<file path="config.mk">
export PLATFORM = sky130hd
export DESIGN_NAME = crce_ctrl
export DESIGN_NICKNAME = d
export VERILOG_FILES = /design/src/crce_ctrl.v
export VERILOG_INCLUDE_DIRS = /design/src
export SDC_FILE = /design/constraint.sdc
export NUM_CORES = 1
export LEC_CHECK = 0
export ABC_AREA = 1
export BUFFER_PORTS_ARGS = -buffer_cell sky130_fd_sc_hd__buf_2
export CAP_MARGIN = 20
export CELL_PAD_IN_SITES_DETAIL_PLACEMENT = 0
export CELL_PAD_IN_SITES_GLOBAL_PLACEMENT = 1
export CORE_MARGIN = 2
export CORE_UTILIZATION = 25
export CTS_BUF_LIST = sky130_fd_sc_hd__clkbuf_4
export DETAILED_ROUTE_END_ITERATION = 6
export GPL_ROUTABILITY_DRIVEN = 1
export PLACE_DENSITY = 0.45
export SKIP_LAST_GASP = 1
export SYNTH_ARGS = -nofsm -noshare
export SYNTH_HDL_FRONTEND = slang
export SYNTH_SLANG_ARGS = --single-unit
</file>
<file path="constraint.sdc">
create_clock -name ref_clk_in -period 3.07 [get_ports ref_clk_in]
set_clock_uncertainty 0.15 [all_clocks]
set_input_delay 0 -clock ref_clk_in [delete_from_list [all_inputs] [get_ports ref_clk_in]]
set_output_delay 0 -clock ref_clk_in [all_outputs]
set_load 0.03 [all_outputs]
</file>
<file path="src/crce_map.vh">
// register map, field positions and reset values of the crc control block
`ifndef CRCE_MAP_VH
`define CRCE_MAP_VH
`define CRCE_OFS_CTRL 12'h000
`define CRCE_OFS_DATA 12'h004
`define CRCE_OFS_POLY_LENGTH 12'h008
`define CRCE_OFS_STAT 12'h00C
`define CRCE_OFS_MASK 12'h010
`define CRCE_BIT_EN 15
`define CRCE_BIT_IDLE 13
`define CRCE_VW_HI 12
`define CRCE_VW_LO 8
`define CRCE_BIT_FULL 7
`define CRCE_BIT_EMPTY 6
`define CRCE_BIT_ISEL 5
`define CRCE_BIT_GO 4
`define CRCE_BIT_LSB 3
`define CRCE_CTRL_WMASK 16'hA038
`define CRCE_CTRL_RESET 16'h0040
`define CRCE_POLY_LENGTH_W 5
`define CRCE_POLY_LENGTH_SMALL 5'h07
`define CRCE_DEPTH_BIG 5'h10
`define CRCE_DEPTH_SMALL 5'h08
`define CRCE_IRQ_BIT 0
`endif

</file>
<file path="src/crce_ctrl.v">
// control, status, input fifo and serial shifter of the programmable crc engine
//
// Register access over APB and the placing of the registers are this design's own decisions.
`timescale 1ns/10ps
// Functional notes
// - with the module enable cleared, shifter, fifo pointers and input words are held reset.
// - with halt-in-idle set, operation pauses while the chip is in idle mode.
// - bits 12..8 read the number of valid words held in the input fifo.
// - fifo capacity is 8 words for poly length above 7 and 16 words otherwise.
// - the full flag is high exactly when the fifo holds its capacity or more, reset low.
// - the empty flag is high exactly when the fifo holds no word, reset high.
// - interrupt source is fifo-drained with select set, else shift-complete.
// - the shifter runs only while the go bit is one and stops when it is cleared.
// - lsb-first select one feeds each word lsb first, zero feeds msb first.
// - control bits 14 and 2..0 read zero and ignore writes.
`include "crce_map.vh"
module crce_ctrl #(
  parameter DW = 16,
  parameter DEPTH = 16,
  parameter AW = 4
) (
  input wire ref_clk_in,
  input wire rst_n_in,
  input wire psel_in,
  input wire penable_in,
  input wire pwrite_in,
  input wire [11:0] paddr_in,
  input wire [31:0] pwdata_in,
  input wire idle_mode_in,
  output reg [31:0] prdata_out,
  output reg pready_out,
  output reg pslverr_out,
  output reg irq_out,
  output reg shift_bit_out,
  output reg shift_valid_out,
  output reg word_start_out
);

  localparam ST_IDLE = 2'b01;
  localparam ST_SHIFT = 2'b10;
  localparam CW = 5;
  localparam BW = 5;

  // decoded register select, shared by the read mux and the write strobes
  function [4:0] reg_sel;
    input [11:0] a;
    begin
      reg_sel = 5'h00;
      case (a)
        `CRCE_OFS_CTRL: reg_sel = 5'h01;
        `CRCE_OFS_DATA: reg_sel = 5'h02;
        `CRCE_OFS_POLY_LENGTH: reg_sel = 5'h04;
        `CRCE_OFS_STAT: reg_sel = 5'h08;
        `CRCE_OFS_MASK: reg_sel = 5'h10;
        default: reg_sel = 5'h00;
      endcase
    end
  endfunction

  reg [15:0] ctrl_q;
  reg [`CRCE_POLY_LENGTH_W-1:0] poly_length_q;
  reg stat_q;
  reg mask_q;
  reg [DW-1:0] mem_q [0:DEPTH-1];
  reg [AW-1:0] wptr_q;
  reg [AW-1:0] rptr_q;
  reg [CW-1:0] count_q;
  reg [CW-1:0] count_d;
  reg full_q;
  reg empty_q;
  reg [1:0] state_q;
  reg [1:0] state_d;
  reg [DW-1:0] sreg_q;
  reg [BW-1:0] bits_q;
  reg [31:0] rdata_d;

  wire [4:0] sel;
  wire acc;
  wire wr_en;
  wire en;
  wire run;
  wire lsb_first;
  wire [CW-1:0] cap;
  wire push;
  wire pop;
  wire last_bit;
  wire ev_drain;
  wire ev_done;
  wire event_hit;
  wire [15:0] ctrl_rd;
  wire acc_first;
  wire stat_clr;
  wire stat_d;
  wire full_d;
  wire empty_d;
  wire shift_now;

  assign sel = reg_sel(paddr_in);
  // a write lands on the edge where pready is sampled high
  assign acc = psel_in & penable_in & pready_out;
  assign wr_en = acc & pwrite_in;
  // first access-phase cycle: the slave answers on the following edge
  assign acc_first = psel_in & penable_in & ~pready_out;
  assign en = ctrl_q[`CRCE_BIT_EN];
  assign run = en & ctrl_q[`CRCE_BIT_GO] & ~(ctrl_q[`CRCE_BIT_IDLE] & idle_mode_in);
  assign lsb_first = ctrl_q[`CRCE_BIT_LSB];
  assign cap = (poly_length_q > `CRCE_POLY_LENGTH_SMALL) ? `CRCE_DEPTH_SMALL : `CRCE_DEPTH_BIG;
  // pushes beyond capacity are dropped; software is expected to poll the full flag
  assign push = wr_en & sel[1] & en & ~full_q;
  assign pop = run & ~empty_q & (state_q == ST_IDLE);
  assign last_bit = (state_q == ST_SHIFT) & run & (bits_q == DW - 1);
  assign ev_drain = pop & (count_q == 5'h01) & ~push;
  assign ev_done = last_bit & empty_q & ~push;
  assign event_hit = ctrl_q[`CRCE_BIT_ISEL] ? ev_drain : ev_done;
  // write one to clear the status bit
  assign stat_clr = wr_en & sel[3] & pwdata_in[`CRCE_IRQ_BIT];
  // a new event beats a clear in the same cycle
  assign stat_d = event_hit | (stat_q & ~stat_clr);
  // full at capacity; a lowered capacity must not let pushes overrun
  assign full_d = (count_d >= cap);
  assign empty_d = (count_d == 5'h00);
  // a bit of the current word leaves in this cycle
  assign shift_now = (state_q == ST_SHIFT) & run;

  assign ctrl_rd = {ctrl_q[15], 1'b0, ctrl_q[13], count_q, full_q, empty_q,
                    ctrl_q[5:3], 3'h0};

  always @* begin
    count_d = count_q;
    if (push & ~pop) begin
      count_d = count_q + 5'h01;
    end else if (pop & ~push) begin
      count_d = count_q - 5'h01;
    end
  end

  always @* begin
    state_d = state_q;
    case (state_q)
      ST_IDLE: begin
        if (pop) begin
          state_d = ST_SHIFT;
        end
      end
      ST_SHIFT: begin
        if (last_bit) begin
          state_d = ST_IDLE;
        end
      end
      default: state_d = ST_IDLE;
    endcase
  end

  // storage is cleared with the pointers so no stale word survives a disable
  genvar gi;
  generate
    for (gi = 0; gi < DEPTH; gi = gi + 1) begin : g_mem
      always @(posedge ref_clk_in) begin
        if (!rst_n_in || !en) begin
          mem_q[gi] <= {DW{1'b0}};
        end else if (push && (wptr_q == gi)) begin
          mem_q[gi] <= pwdata_in[DW-1:0];
        end
      end
    end
  endgenerate

  // apb slave: one wait state, data registered with pready
  always @(posedge ref_clk_in) begin
    if (!rst_n_in) begin
      pready_out <= 1'b0;
    end else begin
      pready_out <= acc_first;
    end
  end

  // unmapped offsets answer with an error and no data
  always @(posedge ref_clk_in) begin
    if (!rst_n_in) begin
      pslverr_out <= 1'b0;
    end else begin
      pslverr_out <= acc_first & (sel == 5'h00);
    end
  end

  always @* begin
    rdata_d = 32'h0000_0000;
    case (sel)
      5'h01: rdata_d = {16'h0000, ctrl_rd};
      5'h04: rdata_d = {27'h0, poly_length_q};
      5'h08: rdata_d = {31'h0, stat_q};
      5'h10: rdata_d = {31'h0, mask_q};
      default: rdata_d = 32'h0000_0000;
    endcase
  end

  // read data stands only beside pready, zero otherwise
  always @(posedge ref_clk_in) begin
    if (!rst_n_in) begin
      prdata_out <= 32'h0000_0000;
    end else if (acc_first & ~pwrite_in) begin
      prdata_out <= rdata_d;
    end else begin
      prdata_out <= 32'h0000_0000;
    end
  end

  // configuration registers survive a disable
  always @(posedge ref_clk_in) begin
    if (!rst_n_in) begin
      ctrl_q <= `CRCE_CTRL_RESET;
    end else if (wr_en & sel[0]) begin
      ctrl_q <= pwdata_in[15:0] & `CRCE_CTRL_WMASK;
    end
  end

  always @(posedge ref_clk_in) begin
    if (!rst_n_in) begin
      poly_length_q <= 5'h00;
    end else if (wr_en & sel[2]) begin
      poly_length_q <= pwdata_in[`CRCE_POLY_LENGTH_W-1:0];
    end
  end

  always @(posedge ref_clk_in) begin
    if (!rst_n_in) begin
      mask_q <= 1'b0;
    end else if (wr_en & sel[4]) begin
      mask_q <= pwdata_in[`CRCE_IRQ_BIT];
    end
  end

  // sticky event, write one to clear
  always @(posedge ref_clk_in) begin
    if (!rst_n_in) begin
      stat_q <= 1'b0;
    end else begin
      stat_q <= stat_d;
    end
  end

  // level interrupt from the unmasked status bit
  always @(posedge ref_clk_in) begin
    if (!rst_n_in) begin
      irq_out <= 1'b0;
    end else begin
      irq_out <= stat_d & mask_q;
    end
  end

  // fifo pointers and flags
  always @(posedge ref_clk_in) begin
    if (!rst_n_in || !en) begin
      wptr_q <= {AW{1'b0}};
    end else if (push) begin
      wptr_q <= wptr_q + 1'b1;
    end
  end

  always @(posedge ref_clk_in) begin
    if (!rst_n_in || !en) begin
      rptr_q <= {AW{1'b0}};
    end else if (pop) begin
      rptr_q <= rptr_q + 1'b1;
    end
  end

  // flags come from the next count so they move with it
  always @(posedge ref_clk_in) begin
    if (!rst_n_in || !en) begin
      count_q <= 5'h00;
      full_q <= 1'b0;
      empty_q <= 1'b1;
    end else begin
      count_q <= count_d;
      full_q <= full_d;
      empty_q <= empty_d;
    end
  end

  always @(posedge ref_clk_in) begin
    if (!rst_n_in || !en) begin
      state_q <= ST_IDLE;
    end else begin
      state_q <= state_d;
    end
  end

  // bit counter restarts with every word taken from the fifo
  always @(posedge ref_clk_in) begin
    if (!rst_n_in || !en) begin
      bits_q <= 5'h00;
    end else if (pop) begin
      bits_q <= 5'h00;
    end else if (shift_now) begin
      bits_q <= bits_q + 5'h01;
    end
  end

  // serial shifter; a cleared go bit freezes it mid-word
  always @(posedge ref_clk_in) begin
    if (!rst_n_in || !en) begin
      sreg_q <= {DW{1'b0}};
      shift_bit_out <= 1'b0;
    end else if (pop) begin
      sreg_q <= mem_q[rptr_q];
    end else if (shift_now) begin
      if (lsb_first) begin
        shift_bit_out <= sreg_q[0];
        sreg_q <= {1'b0, sreg_q[DW-1:1]};
      end else begin
        shift_bit_out <= sreg_q[DW-1];
        sreg_q <= {sreg_q[DW-2:0], 1'b0};
      end
    end
  end

  // strobes that qualify the serial bit
  always @(posedge ref_clk_in) begin
    if (!rst_n_in || !en) begin
      shift_valid_out <= 1'b0;
      word_start_out <= 1'b0;
    end else begin
      shift_valid_out <= shift_now;
      word_start_out <= shift_now & (bits_q == 5'h00);
    end
  end

endmodule

</file>
==> results of run 1 <==
layout make-up:
type                            instances  area [um^2]
Fill cell                            6295        41860
Tap cell                              782        978.4
Inverter                              104        402.9
Clock inverter                         20        108.9
Antenna cell                            3        7.507
Timing Repair Buffer                  169         1376
Multi-Input combinational cell       1051         5125
Sequential cell                       331         9196
Clock buffer                          158         1186
registers in the layout (all words and copies together), names as in the netlist, 2 cells and up, named ones only:
register       cells
poly_length_q      5
count_q            5
state_q            2
mem_q            256
ctrl_q             5
rptr_q             4
wptr_q             4
bits_q             5
prdata_out        15
sreg_q            16
worst paths after layout:
path | to | depth (start not counted) | from
worst max register to register | irq_out | 11 | ctrl_q[15]
worst max-delay path | prdata_out[0] | 13 | paddr_in[10]
worst min register to register | bits_q[3] | 1 | bits_q[3]
worst min-delay path | shift_bit_out | 6 | idle_mode_in
power breakdown:
group	internal (W)	switching, W
clock network	0.00240	0.00197
logic	0.0000654	0.000142
registers	0.00476	0.000000476
total	0.00722	0.00211
metal layers:
| metal | track usage (%) | part of all wire, % | vias to the layer above | routed length [um] |
|---|---|---|---|---|
| met5 | 0 | 0 | - | 0 |
| li1 | - | - | 5765 | - |
| met4 | 6.142 | 2.3 | 0 | 1160 |
| met1 | 20.93 | 46 | 5831 | 23050 |
| met2 | 25.94 | 47 | 208 | 23510 |
| met3 | 2.712 | 3.9 | 89 | 1956 |
metrics by stage:
stage / setup WS, ns / std cells / instance area, um^2 / utilization [%]
2_1_floorplan: -0.08906 / 1605 / 15260 / -
3_3_place_gp: 0.5807 / 2365 / 16330 / 27.11
3_5_place_dp: 0.6104 / 2365 / 16330 / 27.11
4_1_cts: 0.04491 / 2616 / 18360 / 30.47
5_1_grt: -0.02097 / 2616 / 18380 / 30.50
6_report: 0.05438 / 2618 / 18380 / 30.51
kinds of logic (layout without fill, tap and decap cells):
group           after synthesis  in the layout  synth area share, %
fa+ha+maj                    13             13                1.070
compound gates              287            287                10.82
xor+xnor                      4              4               0.2305
simple gates                729            729                20.74
other cells                   1             20              0.02467
flops                       331            331                60.45
mux                           1              1              0.06586
buf+inv                     223            451                6.594
worst max-delay path: stages:
cell           delay [ns]
dlygate4sd3_1        0.53
buf_2                0.12
nor2_1               0.08
dlygate4sd3_1        0.55
nand2_1              0.11
inv_1                0.17
nand4_1              0.11
dlygate4sd3_1        0.59
o22ai_1              0.14
dlygate4sd3_1        0.56
a21oi_1              0.05
nor2_1               0.10
dlygate4sd3_1        0.54
placed cells by master (no fill, tap or decap), types with 17 or more instances in the layout:
master	Yosys	routed
clkbuf_4	0	158
buf_4	24	38
nand3_1	47	47
nor2_2	23	23
buf_2	30	54
a21oi_1	46	46
o21ai_0	167	156
o211ai_1	17	17
o32ai_1	36	36
inv_1	89	87
edfxtp_1	256	256
dfxtp_1	75	73
clkinv_1	6	19
nor3_1	22	22
conb_1	1	17
nand2_1	125	124
nor2_1	472	472
dlygate4sd3_1	0	72
timing repair:
item                       CTS  global route
hold endpoints to repair   331             0
gates resized for setup      0             8
hold buffers                73             0
setup endpoints to repair    0            10
buffers inserted             0             0
==> flow_metrics.py, run 1 <==
metrics = {
    "synth": {
        "synth-main-ff-cell": "edfxtp_1",
        "syn_area_per_cell_um2": 9.565,
        "synth_common_cells": "nor2_1, edfxtp_1, o21ai_0",
        "synth_cell_types": 40,
        "yosysMostFrequentCell": "nor2_1",
        "synth-seq-cells": 331,
        "synth-async-reset-ratio_pct": 0,
        "synth_area_um2": 15200,
        "synth_edf_count": 256,
        "synthTopCellsByArea": "edfxtp_1, nor2_1, dfxtp_1",
        "yosysWarnings": 0,
        "yosysSeqAreaShare_pct": 60.45,
        "synth_top_area_cell": "edfxtp_1",
        "synthesis.instances": 1589,
        "synth_top_cell_area_share_pct": 50.58,
    },
    "worst_hold_path": {
        "hold_class": "primary input to register",
    },
    "timing": {
        "hold_slack_ns": 0.1486,
        "hold_violations": 0,
        "setup_viol": 0,
        "worst_slew_pin_slew_ns": 0.8234,
        "timing.slew.headroom_pct": 45.05,
        "slew_violations": 0,
        "grt_setup_unrepaired": "yes",
        "final.min_clock_period_ns": 3.016,
        "period_share_pct": 98.23,
        "fmax_ghz": 0.3316,
        "fin_tns_setup_ns": 0,
    },
    "worst_setup_path": {
        "critPathMaxFanout": 5,
        "cp.required_ns": 3.69,
        "start_kind": "primary input",
        "crit_type": "primary input to register",
        "arrival_ns": 3.64,
        "r2r_setup_slack_ns": 0.49,
        "crit_path_end_kind": "register",
    },
    "die": {
        "num_rows": 90,
        "die_area_um2": 62790,
        "die-width_um": 250.6,
        "pin_count": 88,
        "initial_utilization_pct": 25.23,
        "die_h_um": 250.6,
        "core_area_um2": 60250,
    },
    "final_layout": {
        "area_delta_synth_final_pct": 20.93,
        "finalNetCount": 1816,
        "drive_above_1_share_pct": 18.66,
    },
    "clocking": {
        "clk_latency_ns": 0.83,
        "h-tree-depth": 3,
        "clk_pin_slew_ns": 0.06,
        "clockBufferDepth": 3,
        "cts_tree": "done",
        "numCtsBuffers": 96,
        "cts.sinks": 331,
        "root_buffer": "clkbuf_4",
    },
    "status": {
        "outcome": "completed",
    },
    "global_routing": {
        "grt_max_degree": 52,
        "track_usage_pct": 15.87,
        "grt_pass1_wl_mm": 73.90,
        "grt_pass1_vias": 11830,
        "antenna_found_initial": 1,
        "grt-ovfl-total": 0,
    },
    "power_and_ir_drop": {
        "p_leak_nw": 7.654,
        "ir_worst_vdd_mv": 0.2627,
        "power.density_nw_per_um2": 507.6,
        "power_w": 0.009330,
    },
    "drt": {
        "drc": 0,
        "drtAntennaViolNets": 0,
        "first_pass_iters": 5,
        "wire_per_inst_um": 18.97,
        "vias": 11890,
        "drt_iter0_drc": 741,
        "drt-vias-per-instance": 4.543,
        "wirelength_mm": 49.67,
    },
    "placement": {
        "place_hpwl_mm": 29.40,
        "gp_congestion": 0.7463,
        "port_buffers": 54,
    },
    "run": {
        "cap_violations": 0,
    },
}
Note: power is estimated with default switching activity, not from simulation.
==> run 2: changes to the inputs <==
ABC_AREA = not set   (was 1)
PLACE_DENSITY = 0.42   (was 0.45)
==> run 2 against run 1 <==
Effect of this change:
- wire length shrank 10%
- clock power is 3% lower
- global-route usage down 1.4 points
- critical path type unchanged
- largest power group unchanged
- highest routed layer unchanged
==> flow_metrics.py, run 2 <==
metrics = {
    "status": {
        "outcome": "completed",
    },
    "final_layout": {
        "finalNetCount": 1299,
        "drive_above_1_share_pct": 32.87,
        "final_cell_mix": "edfxtp_1, and2_1, clkbuf_4",
        "largest-register": "mem_q",
        "area_delta_synth_final_pct": 20.66,
        "layout_commonest_cell": "edfxtp_1",
        "reg_top3": "mem_q x256, sreg_q x16, prdata_out x15",
        "nFillCells": 6067,
        "largest_register_ffs": 256,
        "finalCoreUtilization_pct": 30.50,
    },
    "synth": {
        "synthSimpleGateAreaFrac_pct": 17.46,
        "synth-async-reset-ratio_pct": 0,
        "synth_compound_area_share_pct": 3.116,
        "synth-main-ff-cell": "edfxtp_1",
        "yosysMostFrequentCell": "edfxtp_1",
        "synthTopCellsByArea": "edfxtp_1, mux4_2, and2_1",
        "syn_area_per_cell_um2": 14.49,
        "synth_xor_area_share_pct": 0.7462,
        "synthMuxAreaShare_pct": 13.90,
        "synth_cell_types": 64,
        "yosysWarnings": 0,
        "synth_fa_ha_area_share_pct": 1.066,
        "synth_edf_count": 256,
        "yosysSeqAreaShare_pct": 60.22,
        "synth_common_cells": "edfxtp_1, and2_1, mux4_2",
        "synthesis.instances": 1053,
        "synth-seq-cells": 331,
        "synth_top_family_by_area": "simple AND/OR/NAND/NOR gates",
        "synth_top_cell_area_share_pct": 50.38,
        "synth_top_area_cell": "edfxtp_1",
        "synth_area_um2": 15260,
    },
    "timing": {
        "hold_violations": 0,
        "fmax_ghz": 0.3402,
        "slew_violations": 0,
        "grt_setup_unrepaired": "yes",
        "period_share_pct": 95.75,
        "setup_viol": 0,
        "final.min_clock_period_ns": 2.939,
        "worst_slew_pin_slew_ns": 0.8852,
        "timing.slew.headroom_pct": 40.90,
    },
    "placement": {
        "gp_congestion": 0.7340,
        "place_hpwl_mm": 26.85,
        "port_buffers": 54,
    },
    "power_and_ir_drop": {
        "sw_frac_of_total_pct": 23.14,
        "p_clk_share_pct": 46.1,
        "ir_worst_vdd_mv": 0.2402,
        "p_int_w": 0.007036,
        "p_seq_share_pct": 52.0,
        "power_w": 0.009155,
        "combPwrFrac_pct": 2.0,
        "switchingPower_w": 0.002119,
        "p_leak_nw": 7.241,
        "power.density_nw_per_um2": 497.3,
    },
    "drt": {
        "vias": 9047,
        "drt_iter0_drc": 578,
        "drc": 0,
        "drt-vias-per-instance": 4.325,
        "drtAntennaViolNets": 0,
        "wire_per_inst_um": 21.30,
        "wirelength_mm": 44.57,
        "first_pass_iters": 6,
    },
    "worst_setup_path": {
        "crit_path_end_kind": "register",
        "critPathMaxFanout": 5,
        "crit_slowest_cell": "dlygate4sd3_1",
        "crit_type": "primary input to register",
        "arrival_ns": 3.47,
        "cp.required_ns": 3.60,
        "critPathBufInv": 5,
        "worst_path_most_repeated_cell": "dlygate4sd3_1",
        "cp_cell_sequence": "dlygate4sd3_1, buf_2, nor3_2, dlygate4sd3_1, and4b_2, dlygate4sd3_1, nand2_2, a32oi_2, xnor2_1, inv_1, ha_1, nand3_1, o22ai_1",
        "cpLargestDelayFamily": "buffers and inverters",
        "slowest_delay_ns": 0.68,
        "start_kind": "primary input",
    },
    "global_routing": {
        "grt.busiest_layer": "met2",
        "grt_max_degree": 33,
        "use_met2_pct": 24.46,
        "grt-ovfl-total": 0,
        "grt_pass1_vias": 9668,
        "antenna_found_initial": 6,
        "grtUsageMet3_pct": 3.593,
        "grtUsageMet1_pct": 18.35,
        "track_usage_pct": 14.50,
        "grt_pass1_wl_mm": 66.18,
    },
    "clocking": {
        "clk_latency_ns": 0.85,
        "root_buffer": "clkbuf_4",
        "clockBufferDepth": 3,
        "cts.sinks": 331,
        "h-tree-depth": 3,
        "clk_pin_slew_ns": 0.07,
        "cts_tree": "done",
        "numCtsBuffers": 93,
    },
    "worst_hold_path": {
        "hold_class": "primary input to register",
    },
    "run": {
        "cap_violations": 0,
    },
    "die": {
        "initial_utilization_pct": 25.28,
        "core_area_um2": 60360,
        "pin_count": 88,
        "die_area_um2": 63030,
        "die_h_um": 251.1,
        "die-width_um": 251.1,
        "num_rows": 90,
    },
}
run 2: cell families after synthesis:
kind of cell | count (synthesis)
AOI/OAI and AO/OA | 72
DFF | 331
adders and majority gates | 13
xor gates and xnor gates | 13
muxes | 110
and+or+nand+nor | 406
buffers and inverters | 107
other | 1
run 2: worst reg2reg max path, delay by kind of cell (launching register included):
| family | cells | cell delay (ns) |
|---|---|---|
| buffers and inverters | 2 | 1.34 |
| flip-flops | 1 | 0.35 |
| multiplexers | 1 | 0.21 |
| AND/OR/NAND/NOR | 3 | 0.63 |
run 2: worst paths after layout:
kind	start	end	slack, ns	cells after the start
min reg2reg	poly_length_q[2]	prdata_out[2]	0.34	1
max	paddr_in[6]	full_q	0.13	13
max reg2reg	pready_out	poly_length_q[0]	0.29	6
min	pwdata_in[7]	mem_q[11][7]	0.07	3
run 2: area by class of cell:
type | count | area, um^2 | share of cell area, %
clock inverter | 16 | 105.1 | 0.5709
clock buffer | 145 | 1089 | 5.913
multi-input combinational | 632 | 5685 | 30.88
timing repair buffer | 164 | 1284 | 6.973
inverter | 14 | 52.55 | 0.2854
tap | 782 | 978.4 | 5.315
antenna | 8 | 20.02 | 0.1087
sequential | 331 | 9196 | 49.95
run 2: per-layer routing:
layer | share of wire (%) | up-vias | routed length, um
met5 | 0 | - | 0
met4 | 2.0 | 0 | 881
met3 | 4.3 | 81 | 1903
met2 | 49 | 166 | 21960
met1 | 44 | 4525 | 19820
li1 | - | 4275 | -
run 2: power groups by stage:
stage,Combinational (W),Clock [W],Sequential [W]
5_1_grt,0.000198,0.00463,0.00475
3_5_place_dp,0.000139,0,0.00485
3_3_place_gp,0.000139,0,0.00485
2_1_floorplan,0.0000790,0,0.00486
6_report,0.000182,0.00422,0.00476
4_1_cts,0.000187,0.00440,0.00476
run 2: repair_timing:
action | in CTS | in global routing
resized for setup | 0 | 5
setup endpoints to repair | 0 | 158
endpoints found under the hold margin | 327 | 0
buffers inserted | 0 | 5
hold buffers | 58 | 0
run 2: metrics by stage:
step | hold WS, ns | setup TNS, ns | instance area (um^2) | worst slack [ns] | cells
2_1_floorplan | -0.07069 | -20.23 | 15320 | -0.2392 | 1069
3_3_place_gp | 0.07985 | 0 | 16540 | 0.5010 | 1858
3_5_place_dp | 0.07800 | 0 | 16540 | 0.4178 | 1858
4_1_cts | 0.009048 | 0 | 18320 | 0.03222 | 2077
5_1_grt | 0.01351 | 0 | 18400 | 0.01008 | 2087
6_report | 0.07403 | 0 | 18410 | 0.1305 | 2092
